**config.mk**
```make
export PLATFORM = sky130hd
export DESIGN_NAME = addr_mode_ea_and_stop_entry
export DESIGN_NICKNAME = d
export VERILOG_FILES = /design/src/core/ea_pkg.sv /design/src/core/ea_calc.sv /design/src/core/wake_arb.sv /design/src/core/addr_mode_ea_and_stop_entry.sv
export VERILOG_INCLUDE_DIRS = /design/src /design/src/core
export SDC_FILE = /design/constraint.sdc
export NUM_CORES = 1
export LEC_CHECK = 0
export ABC_AREA = 1
export BUFFER_PORTS_ARGS = -buffer_cell sky130_fd_sc_hd__buf_2
export CORE_MARGIN = 2
export CORE_UTILIZATION = 30
export DETAILED_ROUTE_END_ITERATION = 8
export PLACE_DENSITY = 0.56
export SYNTH_ARGS = -nofsm -noshare
export SYNTH_HDL_FRONTEND = slang
export SYNTH_SLANG_ARGS = --single-unit
```
**constraint.sdc**
```tcl
create_clock -name clk -period 3.6 [get_ports clk]
set_clock_uncertainty 0.05 [all_clocks]
set_input_delay 0.18 -clock clk [delete_from_list [all_inputs] [get_ports clk]]
set_output_delay 0.18 -clock clk [all_outputs]
set_load 0.05 [all_outputs]
```
**src/core/ea_defs.svh**
```systemverilog
// Constants for the effective-address generator and stop-entry logic
// Assumes inclusion by bare name from core design files
`ifndef EA_DEFS_SVH
`define EA_DEFS_SVH
`define PC_RESET_VAL     16'h0000
`define PC_STEP_ONE      16'h0001
`define PC_STEP_TWO      16'h0002
`define PC_STEP_THREE    16'h0003
`define CCR_I_BIT        3
`define CCR_C_BIT        0
`define CCR_RESET_VAL    8'h08
`define VEC_RESET        16'hfffe
`define VEC_EXT1         16'hfffa
`define VEC_EXT2         16'hfff8
`define VEC_KEYBOARD     16'hfff6
`endif

```
**src/core/ea_pkg.sv**
```systemverilog
// Types shared by the address generator files
// Assumes nothing beyond a SystemVerilog compiler
package ea_pkg;
  typedef enum logic [3:0] {
    MODE_INHERENT,
    MODE_IMMEDIATE,
    MODE_DIRECT,
    MODE_EXTENDED,
    MODE_INDEXED0,
    MODE_INDEXED8,
    MODE_INDEXED16,
    MODE_RELATIVE,
    MODE_BIT_SET_CLR,
    MODE_BIT_TEST_BR
  } addr_mode_t;
  typedef enum logic [2:0] {
    WAKE_NONE,
    WAKE_RESET,
    WAKE_EXT1,
    WAKE_EXT2,
    WAKE_KEYBOARD
  } wake_src_t;
endpackage

```
**src/core/ea_calc.sv**
```systemverilog
// Combinational effective-address and next-counter calculator
// Assumes operand bytes already fetched and stable
`timescale 1ns/1ps
`default_nettype none
`include "ea_defs.svh"
module ea_calc (
  input  wire ea_pkg::addr_mode_t mode,
  input  wire logic [15:0]        program_counter,
  input  wire logic [7:0]         byte1,
  input  wire logic [7:0]         byte2,
  input  wire logic [7:0]         index_reg,
  input  wire logic               branch_cond,
  output logic [15:0]             effective_address,
  output logic [15:0]             pc_next
);
  // Sign extension before adding, offsets are two's complement
  function automatic logic [15:0] sext(input logic [7:0] v);
    sext = {{8{v[7]}}, v};
  endfunction
  logic [8:0] low_sum;
  // Mode dispatch
  always_comb begin
    low_sum = 9'h000;
    effective_address = 16'h0000;
    pc_next = program_counter + `PC_STEP_ONE;
    case (mode)
      ea_pkg::MODE_INHERENT: begin
        effective_address = program_counter; // No operand fetched
      end
      ea_pkg::MODE_IMMEDIATE: begin
        effective_address = program_counter + `PC_STEP_ONE;
        pc_next = program_counter + `PC_STEP_TWO;
      end
      ea_pkg::MODE_DIRECT: begin
        effective_address = {8'h00, byte1};
        pc_next = program_counter + `PC_STEP_TWO;
      end
      ea_pkg::MODE_EXTENDED: begin
        effective_address = {byte1, byte2};
        pc_next = program_counter + `PC_STEP_THREE;
      end
      ea_pkg::MODE_INDEXED0: begin
        effective_address = {8'h00, index_reg};
      end
      ea_pkg::MODE_INDEXED8: begin
        low_sum = {1'b0, index_reg} + {1'b0, byte1};
        effective_address = {7'h00, low_sum}; // Carry is the high byte
        pc_next = program_counter + `PC_STEP_TWO;
      end
      ea_pkg::MODE_INDEXED16: begin
        low_sum = {1'b0, index_reg} + {1'b0, byte2};
        effective_address = {byte1 + {7'h00, low_sum[8]}, low_sum[7:0]};
        pc_next = program_counter + `PC_STEP_THREE;
      end
      ea_pkg::MODE_RELATIVE: begin
        effective_address = program_counter + `PC_STEP_TWO + sext(byte1);
        pc_next = branch_cond ? effective_address : program_counter + `PC_STEP_TWO;
      end
      ea_pkg::MODE_BIT_SET_CLR: begin
        effective_address = {8'h00, byte1};
        pc_next = program_counter + `PC_STEP_TWO;
      end
      ea_pkg::MODE_BIT_TEST_BR: begin
        effective_address = {8'h00, byte1}; // Test byte address
        pc_next = branch_cond ? program_counter + `PC_STEP_THREE + sext(byte2)
                              : program_counter + `PC_STEP_THREE;
      end
      default: begin
        effective_address = program_counter;
      end
    endcase
  end
endmodule
`default_nettype wire

```
**src/core/wake_arb.sv**
```systemverilog
// Stop-mode wake source arbiter and vector select
// Assumes pin requests already synchronised to clk
`timescale 1ns/1ps
`default_nettype none
`include "ea_defs.svh"
module wake_arb (
  input  wire logic        reset_req,
  input  wire logic        ext1_req,
  input  wire logic        ext2_req,
  input  wire logic        key_req,
  output var ea_pkg::wake_src_t source,
  output logic [15:0]      vector
);
  // Reset first, then pins in fixed priority
  always_comb begin
    source = ea_pkg::WAKE_NONE;
    vector = `VEC_RESET;
    if (reset_req) begin
      source = ea_pkg::WAKE_RESET;
      vector = `VEC_RESET;
    end else if (ext1_req) begin
      source = ea_pkg::WAKE_EXT1;
      vector = `VEC_EXT1;
    end else if (ext2_req) begin
      source = ea_pkg::WAKE_EXT2;
      vector = `VEC_EXT2;
    end else if (key_req) begin
      source = ea_pkg::WAKE_KEYBOARD;
      vector = `VEC_KEYBOARD;
    end
  end
endmodule
`default_nettype wire

```
**src/core/addr_mode_ea_and_stop_entry.sv**
```systemverilog
// Effective-address sequencing and stop-mode entry/exit for the CPU core
// Assumes the fetch unit presents opcode bytes with instr_valid, and
// memory returns test bytes as test_data in the same cycle
// Operation
// - Inherent: opcode alone, no operand bytes, one-byte instruction
// - Immediate: operand at counter plus one, counter advances two
// - Direct: high address zero, low from next byte, counter plus two
// - Extended: address from two following bytes, high first, counter plus three
// - Indexed no offset: index on low byte, high zero, counter plus one
// - Indexed 8-bit: unsigned index plus byte, carry is high byte, plus two
// - Indexed 16-bit: index plus low offset, carry into high offset, plus three
// - Relative: taken gives counter plus two plus offset, else plus two
// - Bit set/clear: opcode bit number, direct target, change only that bit
// - Bit branch: test chosen bit for chosen state, branch plus three plus offset
// - Bit branch copies tested bit into carry flag, taken or not
// - Stop turns internal clock off, halting CPU, timer, serial, tone
// - Stop entry clears interrupt mask, leaves interrupt enables alone
// - While stopped, registers, memory and lines keep their values
// - Stop exits on either external pin, keyboard, or any reset
// - On exit counter loads the vector of the waking source
`timescale 1ns/1ps
`default_nettype none
`include "ea_defs.svh"
module addr_mode_ea_and_stop_entry #(
  parameter int ADDR_W = 16
) (
  input  wire logic              clk,
  input  wire logic              rst,
  input  wire logic              instr_valid,
  input  wire ea_pkg::addr_mode_t mode,
  input  wire logic [7:0]        opcode,
  input  wire logic [7:0]        byte1,
  input  wire logic [7:0]        byte2,
  input  wire logic [7:0]        index_reg,
  input  wire logic              branch_cond,
  input  wire logic [7:0]        test_data,
  input  wire logic              stop_instr,
  input  wire logic              ext_interrupt_pin1_n,
  input  wire logic              ext_interrupt_pin2_n,
  input  wire logic              keyboard_irq,
  input  wire logic              ext1_int_enable_in,
  input  wire logic              ext2_int_enable_in,
  input  wire logic              keyboard_int_enable_in,
  input  wire logic              ext_reset_n,
  input  wire logic              power_on_reset,
  output logic [ADDR_W-1:0]      effective_address,
  output logic [ADDR_W-1:0]      program_counter,
  output logic [7:0]             ccr,
  output logic [7:0]             bit_result,
  output logic                   bit_write,
  output logic                   internal_clk_en,
  output logic                   peripheral_halt,
  output logic                   stopped,
  output logic                   ext_int1_enable,
  output logic                   ext_int2_enable,
  output logic                   keyboard_int_enable
);
  // Pin synchronisers, first stage feeds only the second
  logic [3:0] sync1_q;
  logic [3:0] sync2_q;
  logic [3:0] sync1_d;
  always_comb begin
    sync1_d = {~ext_interrupt_pin1_n, ~ext_interrupt_pin2_n, keyboard_irq, ~ext_reset_n};
  end
  always_ff @(posedge clk) begin
    if (rst) begin
      sync1_q <= 4'h0;
      sync2_q <= 4'h0;
    end else begin
      sync1_q <= sync1_d;
      sync2_q <= sync1_q;
    end
  end
  logic ext1_s;
  logic ext2_s;
  logic key_s;
  logic xrst_s;
  assign ext1_s = sync2_q[3];
  assign ext2_s = sync2_q[2];
  assign key_s  = sync2_q[1];
  assign xrst_s = sync2_q[0];

  // Bit test: opcode low bits pick bit, bit 0 picks wanted state
  logic [2:0] bit_num;
  logic       tested_bit;
  logic       bit_branch;
  assign bit_num    = opcode[3:1];
  assign tested_bit = test_data[bit_num];
  assign bit_branch = (tested_bit == ~opcode[0]);

  logic        cond_sel;
  logic [15:0] ea_w;
  logic [15:0] pc_w;
  assign cond_sel = (mode == ea_pkg::MODE_BIT_TEST_BR) ? bit_branch : branch_cond;

  ea_calc u_calc (
    .mode              (mode),
    .program_counter   (program_counter),
    .byte1             (byte1),
    .byte2             (byte2),
    .index_reg         (index_reg),
    .branch_cond       (cond_sel),
    .effective_address (ea_w),
    .pc_next           (pc_w)
  );

  ea_pkg::wake_src_t wake_src;
  logic [15:0]       wake_vec;
  logic              wake_any;
  wake_arb u_wake (
    .reset_req (xrst_s | power_on_reset),
    .ext1_req  (ext1_s),
    .ext2_req  (ext2_s),
    .key_req   (key_s),
    .source    (wake_src),
    .vector    (wake_vec)
  );
  assign wake_any = (wake_src != ea_pkg::WAKE_NONE);

  // Run/stop state
  typedef enum logic [0:0] {RUN, STOPPED} run_t;
  run_t        state_q;
  run_t        state_d;
  logic [15:0] pc_q;
  logic [15:0] pc_d;
  logic [15:0] ea_q;
  logic [15:0] ea_d;
  logic [7:0]  ccr_q;
  logic [7:0]  ccr_d;
  logic [7:0]  res_q;
  logic [7:0]  res_d;
  logic        bw_q;
  logic        bw_d;
  logic [2:0]  en_q;
  logic [2:0]  en_d;

  // Next-state logic; nothing changes while stopped except the wake
  always_comb begin
    state_d = state_q;
    pc_d    = pc_q;
    ea_d    = ea_q;
    ccr_d   = ccr_q;
    res_d   = res_q;
    bw_d    = 1'b0;
    en_d    = en_q;
    case (state_q)
      RUN: begin
        // Not captured in the stop cycle, so entry leaves the enables alone
        if (!(instr_valid && stop_instr) &&
            en_q != {ext1_int_enable_in, ext2_int_enable_in, keyboard_int_enable_in}) begin
          en_d = {ext1_int_enable_in, ext2_int_enable_in, keyboard_int_enable_in};
        end
        if (instr_valid && stop_instr) begin
          state_d = STOPPED;
          ccr_d[`CCR_I_BIT] = 1'b0; // Enables unchanged
          pc_d = program_counter + `PC_STEP_ONE;
        end else if (instr_valid) begin
          ea_d = ea_w;
          pc_d = pc_w;
          if (mode == ea_pkg::MODE_BIT_TEST_BR) begin
            ccr_d[`CCR_C_BIT] = tested_bit;
          end
          if (mode == ea_pkg::MODE_BIT_SET_CLR) begin
            res_d = test_data;
            res_d[bit_num] = ~opcode[0]; // Only the chosen bit
            bw_d = 1'b1;
          end
        end
      end
      STOPPED: begin
        // Registers hold: no assignment other than wake
        if (wake_any) begin
          state_d = RUN;
          pc_d = wake_vec;
        end
      end
      default: begin
        state_d = RUN;
      end
    endcase
  end

  always_ff @(posedge clk) begin
    if (rst) begin
      state_q <= RUN;
      pc_q    <= `PC_RESET_VAL;
      ea_q    <= 16'h0000;
      ccr_q   <= `CCR_RESET_VAL;
      res_q   <= 8'h00;
      bw_q    <= 1'b0;
      en_q    <= 3'h0;
    end else begin
      state_q <= state_d;
      pc_q    <= pc_d;
      ea_q    <= ea_d;
      ccr_q   <= ccr_d;
      res_q   <= res_d;
      bw_q    <= bw_d;
      en_q    <= en_d;
    end
  end

  // Outputs all registered
  assign program_counter     = pc_q;
  assign effective_address   = ea_q;
  assign ccr                 = ccr_q;
  assign bit_result          = res_q;
  assign bit_write           = bw_q;
  assign stopped             = (state_q == STOPPED);
  assign internal_clk_en     = (state_q == RUN);
  assign peripheral_halt     = (state_q == STOPPED);
  assign ext_int1_enable     = en_q[2];
  assign ext_int2_enable     = en_q[1];
  assign keyboard_int_enable = en_q[0];

  // Instruction accepted and not a stop
  logic exec_ok;
  assign exec_ok = (state_q == RUN) && instr_valid && !stop_instr;

  stop_clears_mask_a: assert property (@(posedge clk) disable iff (rst)
    (state_q == RUN && instr_valid && stop_instr) |=> (stopped && !ccr[`CCR_I_BIT]))
    else $error("stop entry did not clear mask");
  stop_keeps_en_a: assert property (@(posedge clk) disable iff (rst)
    (state_q == RUN && instr_valid && stop_instr) |=> $stable(en_q))
    else $error("stop altered interrupt enables");
  stop_holds_pc_a: assert property (@(posedge clk) disable iff (rst)
    (stopped && !wake_any) |=> ($stable(pc_q) && $stable(ccr_q) && $stable(ea_q)))
    else $error("state changed while stopped");
  wake_exit_a: assert property (@(posedge clk) disable iff (rst)
    (stopped && wake_any) |=> (!stopped && pc_q == $past(wake_vec)))
    else $error("wake did not load vector");
  clock_off_a: assert property (@(posedge clk) disable iff (rst)
    internal_clk_en == !peripheral_halt)
    else $error("clock enable and halt disagree");
  direct_addr_a: assert property (@(posedge clk) disable iff (rst)
    (state_q == RUN && instr_valid && !stop_instr && mode == ea_pkg::MODE_DIRECT)
    |=> (effective_address == {8'h00, $past(byte1)} && pc_q == $past(pc_q) + 16'h0002))
    else $error("direct mode address wrong");
  idx8_addr_a: assert property (@(posedge clk) disable iff (rst)
    (state_q == RUN && instr_valid && !stop_instr && mode == ea_pkg::MODE_INDEXED8)
    |=> (effective_address == {8'h00, $past(index_reg)} + {8'h00, $past(byte1)}))
    else $error("indexed 8-bit address wrong");
  ext_addr_a: assert property (@(posedge clk) disable iff (rst)
    (state_q == RUN && instr_valid && !stop_instr && mode == ea_pkg::MODE_EXTENDED)
    |=> (effective_address == {$past(byte1), $past(byte2)} && pc_q == $past(pc_q) + 16'h0003))
    else $error("extended mode address wrong");
  carry_copy_a: assert property (@(posedge clk) disable iff (rst)
    (state_q == RUN && instr_valid && !stop_instr && mode == ea_pkg::MODE_BIT_TEST_BR)
    |=> (ccr[`CCR_C_BIT] == $past(tested_bit)))
    else $error("carry not copied from tested bit");
  rel_not_taken_a: assert property (@(posedge clk) disable iff (rst)
    (state_q == RUN && instr_valid && !stop_instr && mode == ea_pkg::MODE_RELATIVE && !branch_cond)
    |=> (pc_q == $past(pc_q) + 16'h0002))
    else $error("untaken branch counter wrong");
  // Inherent: one byte, address is the opcode's own
  inherent_pc_a: assert property (@(posedge clk) disable iff (rst)
    (exec_ok && mode == ea_pkg::MODE_INHERENT)
    |=> (pc_q == $past(pc_q) + 16'h0001 && effective_address == $past(pc_q)))
    else $error("inherent counter wrong");
  // Immediate operand sits right after the opcode
  imm_addr_a: assert property (@(posedge clk) disable iff (rst)
    (exec_ok && mode == ea_pkg::MODE_IMMEDIATE)
    |=> (effective_address == $past(pc_q) + 16'h0001 && pc_q == $past(pc_q) + 16'h0002))
    else $error("immediate address wrong");
  // Index alone reaches only the first page
  idx0_addr_a: assert property (@(posedge clk) disable iff (rst)
    (exec_ok && mode == ea_pkg::MODE_INDEXED0)
    |=> (effective_address == {8'h00, $past(index_reg)} && pc_q == $past(pc_q) + 16'h0001))
    else $error("indexed plain address wrong");
  // Short indexed form is two bytes long
  idx8_pc_a: assert property (@(posedge clk) disable iff (rst)
    (exec_ok && mode == ea_pkg::MODE_INDEXED8)
    |=> (pc_q == $past(pc_q) + 16'h0002))
    else $error("indexed 8-bit counter wrong");
  // Long indexed carry ripples into the high byte
  idx16_addr_a: assert property (@(posedge clk) disable iff (rst)
    (exec_ok && mode == ea_pkg::MODE_INDEXED16)
    |=> (effective_address == {$past(byte1), $past(byte2)} + {8'h00, $past(index_reg)}
         && pc_q == $past(pc_q) + 16'h0003))
    else $error("indexed 16-bit address wrong");
  // Taken branch adds the sign-extended offset
  rel_taken_a: assert property (@(posedge clk) disable iff (rst)
    (exec_ok && mode == ea_pkg::MODE_RELATIVE && branch_cond)
    |=> (pc_q == $past(pc_q) + 16'h0002 + {{8{$past(byte1[7])}}, $past(byte1)}))
    else $error("taken branch counter wrong");
  // Other bits of the target byte pass through untouched
  bit_set_only_a: assert property (@(posedge clk) disable iff (rst)
    (exec_ok && mode == ea_pkg::MODE_BIT_SET_CLR)
    |=> (bit_write && (bit_result & ~(8'h01 << $past(bit_num))) == ($past(test_data) & ~(8'h01 << $past(bit_num)))))
    else $error("bit set disturbed other bits");
  // Chosen bit takes the opcode-selected level
  bit_value_a: assert property (@(posedge clk) disable iff (rst)
    (exec_ok && mode == ea_pkg::MODE_BIT_SET_CLR)
    |=> (bit_result[$past(bit_num)] == !$past(opcode[0])))
    else $error("bit set value wrong");
  // Bit branch target is three past the opcode plus offset
  bit_br_taken_a: assert property (@(posedge clk) disable iff (rst)
    (exec_ok && mode == ea_pkg::MODE_BIT_TEST_BR && bit_branch)
    |=> (pc_q == $past(pc_q) + 16'h0003 + {{8{$past(byte2[7])}}, $past(byte2)}))
    else $error("bit branch target wrong");
  // Untaken bit branch steps over all three bytes
  bit_br_skip_a: assert property (@(posedge clk) disable iff (rst)
    (exec_ok && mode == ea_pkg::MODE_BIT_TEST_BR && !bit_branch)
    |=> (pc_q == $past(pc_q) + 16'h0003))
    else $error("bit branch skip wrong");
  // Test byte is direct-addressed
  bit_addr_a: assert property (@(posedge clk) disable iff (rst)
    (exec_ok && mode == ea_pkg::MODE_BIT_TEST_BR)
    |=> (effective_address == {8'h00, $past(byte1)}))
    else $error("bit test address wrong");
  // Stop steps past its own byte, then halts
  stop_pc_a: assert property (@(posedge clk) disable iff (rst)
    (state_q == RUN && instr_valid && stop_instr)
    |=> (pc_q == $past(pc_q) + 16'h0001 && !internal_clk_en && peripheral_halt))
    else $error("stop entry counter or clock wrong");
  // No memory write may leave a stopped core
  stopped_no_write_a: assert property (@(posedge clk) disable iff (rst)
    stopped |=> !bit_write)
    else $error("write while stopped");
  // Enables frozen while stopped
  stop_en_hold_a: assert property (@(posedge clk) disable iff (rst)
    (stopped && !wake_any) |=> $stable(en_q))
    else $error("enables changed while stopped");
  // Reset outranks every pin on wake
  wake_reset_a: assert property (@(posedge clk) disable iff (rst)
    (stopped && (xrst_s || power_on_reset)) |=> (pc_q == `VEC_RESET))
    else $error("reset wake vector wrong");
  // First pin wins when no reset is pending
  wake_ext1_a: assert property (@(posedge clk) disable iff (rst)
    (stopped && !xrst_s && !power_on_reset && ext1_s) |=> (pc_q == `VEC_EXT1))
    else $error("pin one wake vector wrong");
  // Keyboard alone is enough to wake
  wake_key_a: assert property (@(posedge clk) disable iff (rst)
    (stopped && key_s) |=> !stopped)
    else $error("keyboard did not wake");
endmodule
`default_nettype wire

```
==> out/metrics.cfg, run 1 <==
[setup_path]
cp_max_fo=5
rrSetupSlack_ns=0.27
reg2reg_depth=17
slowest_delay_ns=0.44
end_kind=flip-flop
r2r_start=program_counter[5]
crit_buf_inv=2
required_ns=3.77
slowest_stage=nor4_1
path_delay_family=simple AND/OR/NAND/NOR gates
startpoint_type=flip-flop
worstSetupPathType=flip-flop to flip-flop
startpoint=program_counter[5]
crit_top_cell=nand2_1
cp_cell_sequence=nand2_1 -> nor4_1 -> nand2_1 -> xor2_1 -> ha_1 -> inv_1 -> o21bai_1 -> inv_1 -> nor2_1 -> nor2_1 -> nand2_1 -> a21oi_1 -> xnor2_1 -> nand2_1 -> nand3_1 -> nand2_1 -> a21oi_1
crit_cells=17
reg2reg_to=program_counter[15]
endpoint=program_counter[15]
arrival_ns=3.50

[cts]
clock-sinks=55
postCtsSetupBuffers=0
cts_max_level=2
cts_buffers=5
clk_latency_ns=0.30
cts.clk_slew.worst_paths_ns=0.07
cts_buffer_depth=2
root_buffer=clkbuf_16
cts_tree=yes

[logic_synthesis]
synth_warnings=0
synth_flop_cell=dfxtp_1
synth-seq-cells=55
seq_area_frac_synth_pct=15.7
yosysTopAreaCell=dfxtp_1
yosys.area.top_type_share_pct=15.7
synth_area_sq_mm=0.00702
synth_area_leaders=dfxtp_1 16%, nand2_1 14%, ha_1 9.8%
synth_cells=1153
async_flop_share_pct=0
synth_edf_count=0
yosysUniqueCellTypes=53
synth.avg_cell_area_sq_um=6.09

[global_routing]
grt.overflow.total=0
grt_pass1_wl_mm=41.0
grt_pass1_vias=7400
grt_usage_pct=21.7
antenna_found_initial=0
grt_max_degree=31

[final_layout]
final_common_cell=nand2_1
diodes=0
fin_nets=1380
final_util_pct=35.5
drive_gt1_share_pct=15.3
layout_common_cells=264 x nand2_1, 146 x inv_1, 104 x a21oi_1
area_delta_synth_final_pct=15.4
fillers=2571

[detailed_routing]
met1_length_mm=12.6
first_pass_iters=5
drc=0
ant_nets=0
viasPerCell=5.04
wl_met2_mm=11.5
wl_per_cell_um=17.2
finalWirelength_mm=27.1
dr.max_layer_used=met4
route.vias.total=7954
first_iter_violations=622
route.met3.wl_mm=2.04

[floorplan]
initial_core_util_pct=30.8
die_area_sq_mm=0.0246
die_w_um=157
die_h_um=157
fp-row-count=55
ioPinCount=112
core_sq_mm=0.0228

[hold_path]
holdCritPathClass=input pin to flip-flop

[power_and_ir_drop]
swShare_pct=46.3
power_leakage_nw=4.05
seq_power_share_pct=28.1
p_int_mw=1.30
p_sw_mw=1.12
combinationalPowerShare_pct=51.7
ir_worst_vdd_mv=0.181
power_density_mw_per_mm2=298
clkPwrFrac_pct=20.2

[place]
dpl.hpwl_mm=22.4
preCtsSetupSlack_ns=0.176
gp_congestion=0.969
io_buffers=101

[sta]
fin_crit_ns=3.33
fin_crit_sh_pct=92.5
tns_ns=0
worst_slack_ns=0.271
tightest_slew_ns=0.888
setup_viol=0
final_max_slew_viol_count=0
maxSlewHeadroom_pct=40.6
fmax_ghz=0.300
finalHoldViolCount=0

[outcome]
outcome=finished, final reports clean

[run]
drv_cap=0

area by class of cell:
type	count	area, sq um	area share (%)
Clock buffer	6	129	1.59
Clock inverter	2	17.5	0.216
Inverter	156	588	7.26
Multi-Input combinational cell	907	5070	62.6
Sequential cell	55	1100	13.6
Tap cell	313	392	4.84
Timing Repair Buffer	139	798	9.86
metrics by stage:
step	power [mW]	cells	hold slack (ns)	area [sq um]
after floorplan	1.55	1158	0.197	7040
after global placement	1.92	1567	0.282	7900
after detailed placement	1.91	1567	0.284	7900
after CTS	2.42	1578	0.0249	8080
after global routing	2.59	1578	0.0371	8100
final	2.41	1578	0.0355	8100
logic make-up after synthesis:
group / after synthesis / share of synthesized area, %
buffers and inverters: 196 / 12.6
AO/OA/AOI/OAI: 255 / 20.5
flip-flops: 55 / 15.7
other: 1 / 0.0534
adder cells (fa/ha/maj): 59 / 10.9
AND/OR/NAND/NOR: 531 / 33.3
XOR/XNOR: 56 / 6.99
synthesized netlist by cell type, types with 6 or more instances:
| library cell | n |
|---|---|
| or2_2 | 6 |
| xnor2_1 | 10 |
| o21ai_0 | 80 |
| inv_2 | 8 |
| o21ai_1 | 6 |
| buf_4 | 12 |
| nand2_1 | 264 |
| o21bai_1 | 8 |
| buf_2 | 10 |
| o211ai_1 | 10 |
| xor2_1 | 46 |
| dfxtp_1 | 55 |
| nand4_1 | 18 |
| clkbuf_1 | 8 |
| nor3_1 | 10 |
| nand3_1 | 97 |
| ha_1 | 55 |
| a21oi_1 | 104 |
| nor2_1 | 99 |
| a211oi_1 | 7 |
| a31oi_1 | 15 |
| nand2_2 | 11 |
| inv_1 | 146 |
worst min-delay path by stage:
stage	start	to	slack, ns	cells after the start
6_report	keyboard_irq	sync1_q[1]	0.04	3
3_5_place_dp	ext_interrupt_pin1_n	sync1_q[3]	0.28	2
2_1_floorplan	ext_interrupt_pin1_n	sync1_q[3]	0.20	1
5_1_grt	keyboard_irq	sync1_q[1]	0.04	3
3_3_place_gp	ext_interrupt_pin1_n	sync1_q[3]	0.28	2
4_1_cts	keyboard_irq	sync1_q[1]	0.02	3
what timing repair did:
action / CTS / global route
endpoints found under the setup margin: 0 / 4
resized for setup: 0 / 4
endpoints found under the hold margin: 3 / 0
hold buffers: 3 / 0
tightest hold or removal path, delay by kind of cell:
family	cells	cell delay, ns
AND/OR/NAND/NOR	1	0.03
buffers and inverters	2	0.13
flip-flops by register name, summed over array words and instances, names as in the netlist:
register           count
en_q                   3
sync2_q                4
peripheral_halt        1
bit_result             8
bit_write              1
program_counter       16
effective_address     16
ccr                    2
sync1_q                4
metal layers:
metal	vias up	track usage (%)
met5	-	0
met4	0	7.51
met3	38	4.24
met2	295	33.4
met1	3590	30.2
li1	4031	-
power groups by stage:
stage | combinational [mW] | clock (mW) | sequential [mW]
5_1_grt | 1.37 | 0.531 | 0.686
6_report | 1.25 | 0.488 | 0.679
3_5_place_dp | 1.22 | 0 | 0.693
2_1_floorplan | 0.754 | 0 | 0.799
3_3_place_gp | 1.23 | 0 | 0.692
4_1_cts | 1.23 | 0.508 | 0.678
(Power assumes the default switching activity.)
==> run 2: changes to the inputs <==
- RECOVER_POWER: default -> 25
==> run 2 against run 1 <==
Effect of this change: cell count did not move; non-clock buffer count is the same; global-route usage unchanged; via count about the same; register-to-register slack about the same; largest cell class unchanged; worst hold slack got worse by 0.00062 ns.
==> out/metrics.cfg, run 2 (synthesis gave the netlist of run 1 again) <==
[floorplan]
fp-row-count=55  ; unchanged
initial_core_util_pct=30.8  ; unchanged
die_h_um=157  ; unchanged
ioPinCount=112  ; unchanged
core_sq_mm=0.0228  ; unchanged
die_area_sq_mm=0.0246  ; unchanged
die_w_um=157  ; unchanged

[cts]
clock-sinks=55  ; unchanged
cts_tree=yes
postCtsSetupBuffers=0  ; unchanged
root_buffer=clkbuf_16
cts_max_level=2  ; unchanged
cts_buffers=5  ; unchanged
cts_buffer_depth=2  ; unchanged
cts.clk_slew.worst_paths_ns=0.07  ; about the same
clk_latency_ns=0.30  ; about the same

[sta]
fin_crit_ns=3.32  ; -0.0124 ns
tightest_slew_ns=0.889  ; +0.00159 ns
maxSlewHeadroom_pct=40.5  ; -0.11 points
fin_hold_ws_ns=0.0349  ; -0.000617 ns
tns_ns=0  ; unchanged
fin_crit_sh_pct=92.1  ; -0.35 points
finalHoldViolCount=0  ; unchanged
fmax_ghz=0.301  ; +0.38%
worst_slack_ns=0.283  ; +0.0124 ns
setup_viol=0  ; unchanged
final_max_slew_viol_count=0  ; unchanged

[place]
preCtsSetupSlack_ns=0.176  ; unchanged
placed_area_sq_mm=0.00790  ; unchanged
gp_congestion=0.969  ; unchanged
place_inst=1567  ; unchanged
dpl.hpwl_mm=22.4  ; unchanged
io_buffers=101  ; unchanged

[detailed_routing]
finalWirelength_mm=27.0  ; -0.12%
drc=0  ; unchanged
route.vias.total=7950  ; -0.050%
wl_per_cell_um=17.1  ; -0.12%
first_pass_iters=5  ; unchanged
viasPerCell=5.04  ; about the same
ant_nets=0  ; unchanged
first_iter_violations=640  ; +2.9%

[final_layout]
postLayoutCellArea_sq_mm=0.00808  ; -0.26%
fin_nets=1380  ; unchanged
diodes=0  ; unchanged
final_util_pct=35.5  ; -0.093 points
layout_common_cells=264 x nand2_1, 146 x inv_1, 104 x a21oi_1
layout.cells.non_filler=1578  ; unchanged
fillers=2578  ; +0.27%
final_common_cell=nand2_1
drive_gt1_share_pct=13.9  ; -1.3 points
area_delta_synth_final_pct=15.1

[global_routing]
antenna_found_initial=0  ; unchanged
grt_max_degree=31  ; unchanged
grt_pass1_vias=7400  ; unchanged
grt_usage_pct=21.7  ; unchanged
grt_pass1_wl_mm=41.0  ; unchanged
grt.overflow.total=0  ; unchanged

[power_and_ir_drop]
power_mw=2.41  ; about the same
power_leakage_nw=3.98  ; -1.7%
ir_worst_vdd_mv=0.182  ; +0.15%
power_density_mw_per_mm2=299  ; +0.20%

[setup_path]
arrival_ns=3.49  ; about the same
end_kind=flip-flop
worstSetupPathType=flip-flop to flip-flop
cp_max_fo=5  ; unchanged
startpoint_type=flip-flop
required_ns=3.77  ; about the same

[hold_path]
holdCritPathClass=input pin to flip-flop

[outcome]
outcome=finished, final reports clean

[run]
drv_cap=0  ; unchanged

==> run 2: worst max-delay path, stage by stage, from the launching register on <==
cell and delay (ns):
dfxtp_1 0.44, nand2_1 0.15, nor4_1 0.43, nand2_1 0.17, xor2_1 0.39, ha_1 0.36
inv_1 0.11, o21bai_1 0.08, inv_1 0.07, nor2_1 0.04, nor2_1 0.09, nand2_1 0.06
a21oi_1 0.15, xnor2_1 0.17, nand2_1 0.10, nand3_1 0.14, nand2_1 0.08, a21oi_1 0.16
==> run 2: power by group <==
group	internal (mW)	switching (mW)
Clock	0.261	0.227
Sequential	0.646	0.0336
Combinational	0.388	0.857
Total	1.30	1.12
==> run 2: repair_timing <==
| action | in CTS | in global routing |
|---|---|---|
| hold endpoints to repair | 3 | 0 |
| hold buffers | 3 | 0 |
| setup endpoints to repair | 0 | 4 |
| resized for setup | 0 | 4 |
==> run 2: cell type report <==
| type | count | area [sq um] | share of cell area [%] |
|---|---|---|---|
| Multi-Input combinational cell | 907 | 5070 | 62.8 |
| Clock inverter | 2 | 17.5 | 0.217 |
| Tap cell | 313 | 392 | 4.85 |
| Clock buffer | 6 | 129 | 1.60 |
| Inverter | 156 | 588 | 7.28 |
| Timing Repair Buffer | 139 | 777 | 9.62 |
| Sequential cell | 55 | 1100 | 13.7 |
==> run 2: final timing paths <==
kind / startpoint / endpoint / slack (ns) / depth (start not counted)
worst max-delay path: program_counter[5] / program_counter[15] / 0.28 / 17
worst min-delay path: keyboard_irq / sync1_q[1] / 0.03 / 3
worst max register to register: program_counter[5] / program_counter[15] / 0.28 / 17
worst min register to register: sync1_q[0] / sync2_q[0] / 0.35 / 2
==> run 2: layer usage <==
metal	track usage (%)	wire [um]	part of all wire, %
met2	33.4	11500	43
met5	0	0	0
met4	7.51	852	3.2
met1	30.2	12600	47
met3	4.24	2030	7.5
==> run 3: changes to the inputs <==
- ABC_AREA: 1 -> default
==> run 3 against run 2 <==
Effect of this change: the flow now finishes with violations (max-capacitance violations, max-slew violations); worst setup slack worse by 0.12 ns; sequential cell count unchanged; sequential power up 3%; cell area down 0.70%; global-route usage up 0.63 points; synthesized cell count down 19%; area after synthesis down 5.9%; clock power up 12%; sequential share of layout area up 0.24 points; via count down 3.5%; critical path depth down 4; wire length down 0.93%; critical endpoint is now program_counter[13].
==> out/metrics.cfg, run 3 <==
[logic_synthesis]
yosysTopAreaCell=dfxtp_1
synth_warnings=0  ; unchanged
synth-seq-cells=55  ; unchanged
synth_area_leaders=dfxtp_1 17%, ha_1 10%, a21oi_1 7.3%
yosysMostFrequentCell=nor2_1
async_flop_share_pct=0  ; unchanged
synth_cells=930  ; -19%
synth_flop_cell=dfxtp_1
synth_area_sq_mm=0.00660  ; -5.9%
seq_area_frac_synth_pct=16.7  ; +0.98 points
synth.avg_cell_area_sq_um=7.10  ; +17%
synth_edf_count=0  ; unchanged
yosysUniqueCellTypes=69  ; +30%
yosys.area.top_type_share_pct=16.7  ; +0.98 points
synthTopCellsByCount=101 x nor2_1, 96 x a21oi_1, 79 x nand2_1

[cts]
cts.clk_slew.worst_paths_ns=0.08  ; about the same
clock-sinks=55  ; unchanged
cts_max_level=2  ; unchanged
clk_latency_ns=0.32  ; +0.02 ns
cts_tree=yes
root_buffer=clkbuf_16
postCtsSetupBuffers=0  ; unchanged
cts_buffer_depth=2  ; unchanged
cts_buffers=5  ; unchanged

[global_routing]
grt_pass1_wl_mm=40.9  ; -0.37%
grt.overflow.total=0  ; unchanged
grt_max_degree=34  ; +9.7%
antenna_found_initial=0  ; unchanged
grt_pass1_vias=7184  ; -2.9%
grt_usage_pct=22.3  ; +0.63 points

[setup_path]
reg2reg_depth=13  ; -4
cp_cell_sequence=inv_1 -> ha_1 -> or3_4 -> nor2_4 -> buf_4 -> xor2_1 -> ha_1 -> a21o_1 -> a2111oi_2 -> o211a_1 -> nor4_2 -> a211o_1 -> o221a_2
slowest_stage=or3_4
end_kind=flip-flop
arrival_ns=3.60  ; +0.11 ns
worstSetupPathType=flip-flop to flip-flop
crit_top_cell=ha_1
rrSetupSlack_ns=0.16  ; -0.12 ns
r2r_start=program_counter[1]
slowest_delay_ns=0.41  ; -0.03 ns
required_ns=3.77  ; about the same
cp_max_fo=5  ; unchanged
reg2reg_to=program_counter[13]
startpoint_type=flip-flop

[power_and_ir_drop]
power_leakage_nw=3.43  ; -14%
power_mw=2.58  ; +6.8%
ir_worst_vdd_mv=0.200  ; +10%
power_density_mw_per_mm2=321  ; +7.6%

[final_layout]
layout_common_cells=98 x nor2_1, 95 x a21oi_1, 83 x buf_2
final_util_pct=37.0  ; +1.5 points
multi_input_area_sq_mm=0.00521  ; +2.7%
area_delta_synth_final_pct=21.5
fillers=2349  ; -8.9%
postLayoutCellArea_sq_mm=0.00802  ; -0.70%
regArea_sq_mm=0.00111  ; +1.0%
fin_nets=1176  ; -15%
diodes=0  ; unchanged
final_common_cell=nor2_1
drive_gt1_share_pct=19.5  ; +5.6 points

[floorplan]
fp-row-count=54  ; -1.8%
die_w_um=152  ; -2.9%
ioPinCount=112  ; unchanged
initial_core_util_pct=30.4  ; -0.36 points
core_sq_mm=0.0217  ; -4.8%
die_h_um=152  ; -2.9%
die_area_sq_mm=0.0232  ; -5.8%

[detailed_routing]
route.vias.total=7671  ; -3.5%
drc=0  ; unchanged
wl_per_cell_um=20.0  ; +17%
viasPerCell=5.72  ; +14%
first_pass_iters=6  ; +1
first_iter_violations=780  ; +22%
finalWirelength_mm=26.8  ; -0.93%
ant_nets=0  ; unchanged

[place]
gp_congestion=0.971  ; +0.17%
io_buffers=101  ; unchanged
placed_area_sq_mm=0.00778  ; -1.6%
dpl.hpwl_mm=20.8  ; -7.1%

[sta]
setup_viol=0  ; unchanged
fin_crit_ns=3.44  ; +0.122 ns
rsz0062_at_grt=true
tightest_slew_ns=1.55  ; +0.658 ns
fin_crit_sh_pct=95.5  ; +3.4 points
maxSlewHeadroom_pct=-3.18  ; -44 points
final_max_slew_viol_count=34  ; +34
fmax_ghz=0.291  ; -3.5%
finalHoldViolCount=0  ; unchanged

[run]
drv_cap=1  ; +1

[outcome]
violations=max-capacitance violations, max-slew violations
outcome=finished, violations left

[hold_path]
hold_path_depth=2  ; -1
min_to=sync1_q[1]
min_from=keyboard_irq
holdCritPathClass=input pin to flip-flop

run 3: worst max path at each step:
stage | start | end | slack [ns]
6_report | program_counter[1] | program_counter[13] | 0.16
5_1_grt | program_counter[1] | program_counter[15] | -0.05
4_1_cts | program_counter[1] | program_counter[13] | 0.09
3_5_place_dp | program_counter[1] | program_counter[13] | -0.07
3_3_place_gp | program_counter[1] | program_counter[13] | -0.03
2_1_floorplan | program_counter[0] | program_counter[13] | 0.002
run 3: layout make-up:
class,instances,share of cell area (%)
Timing Repair Buffer,182,13.7
Clock inverter,3,0.359
Clock buffer,5,1.56
Sequential cell,55,13.9
Multi-Input combinational cell,790,64.9
Tap cell,280,4.37
Inverter,26,1.22
run 3: kinds of logic (layout without fill, tap and decap cells):
kind of cell	after synthesis	after routing	synth area share, %
multiplexers	15	15	2.39
AND/OR/NAND/NOR	318	318	22.6
adder cells (fa/ha/maj)	59	59	11.6
flip-flops	55	55	16.7
other	1	6	0.0568
XOR/XNOR	69	69	9.15
buffers and inverters	90	216	6.01
AO/OA/AOI/OAI	323	323	31.5
run 3: timing repair:
action	in CTS	in global routing
pin swaps	0	2
setup endpoints to repair	1	9
endpoints found under the hold margin	3	0
hold buffers	3	0
resized for setup	2	17
run 3: per-stage QoR:
step	hold WS (ns)	TNS (ns)	std cells	setup WS, ns
6_report	0.0384	0	1341	0.161
5_1_grt	0.0498	-0.102	1341	-0.0505
4_1_cts	0.0495	0	1341	0.0863
3_5_place_dp	0.285	-0.0710	1330	-0.0710
3_3_place_gp	0.285	-0.0252	1330	-0.0252
2_1_floorplan	0.197	0	935	0.00242
run 3: routing by layer:
metal	track usage [%]	vias to the layer above	wire, um
li1	-	3693	-
met1	30.0	3565	11700
met2	35.5	358	12000
met3	4.47	55	2240
met4	8.19	0	866
met5	0	-	0
run 3: where the power goes:
group | internal, mW | leakage [nW] | switching [mW] | total (mW)
Combinational | 0.499 | 2.89 | 0.834 | 1.33
Sequential | 0.649 | 0.455 | 0.0469 | 0.696
Clock | 0.270 | 0.0767 | 0.278 | 0.548
Total | 1.42 | 3.43 | 1.16 | 2.58
run 3: worst max-delay path, delay by kind of cell, from the launching register on:
kind                     cells  cell delay, ns
AO/OA/AOI/OAI                5            1.31
adder cells (fa/ha/maj)      2            0.54
XOR/XNOR                     1            0.20
flip-flops                   1            0.39
AND/OR/NAND/NOR              3            0.62
buffers and inverters        2            0.22
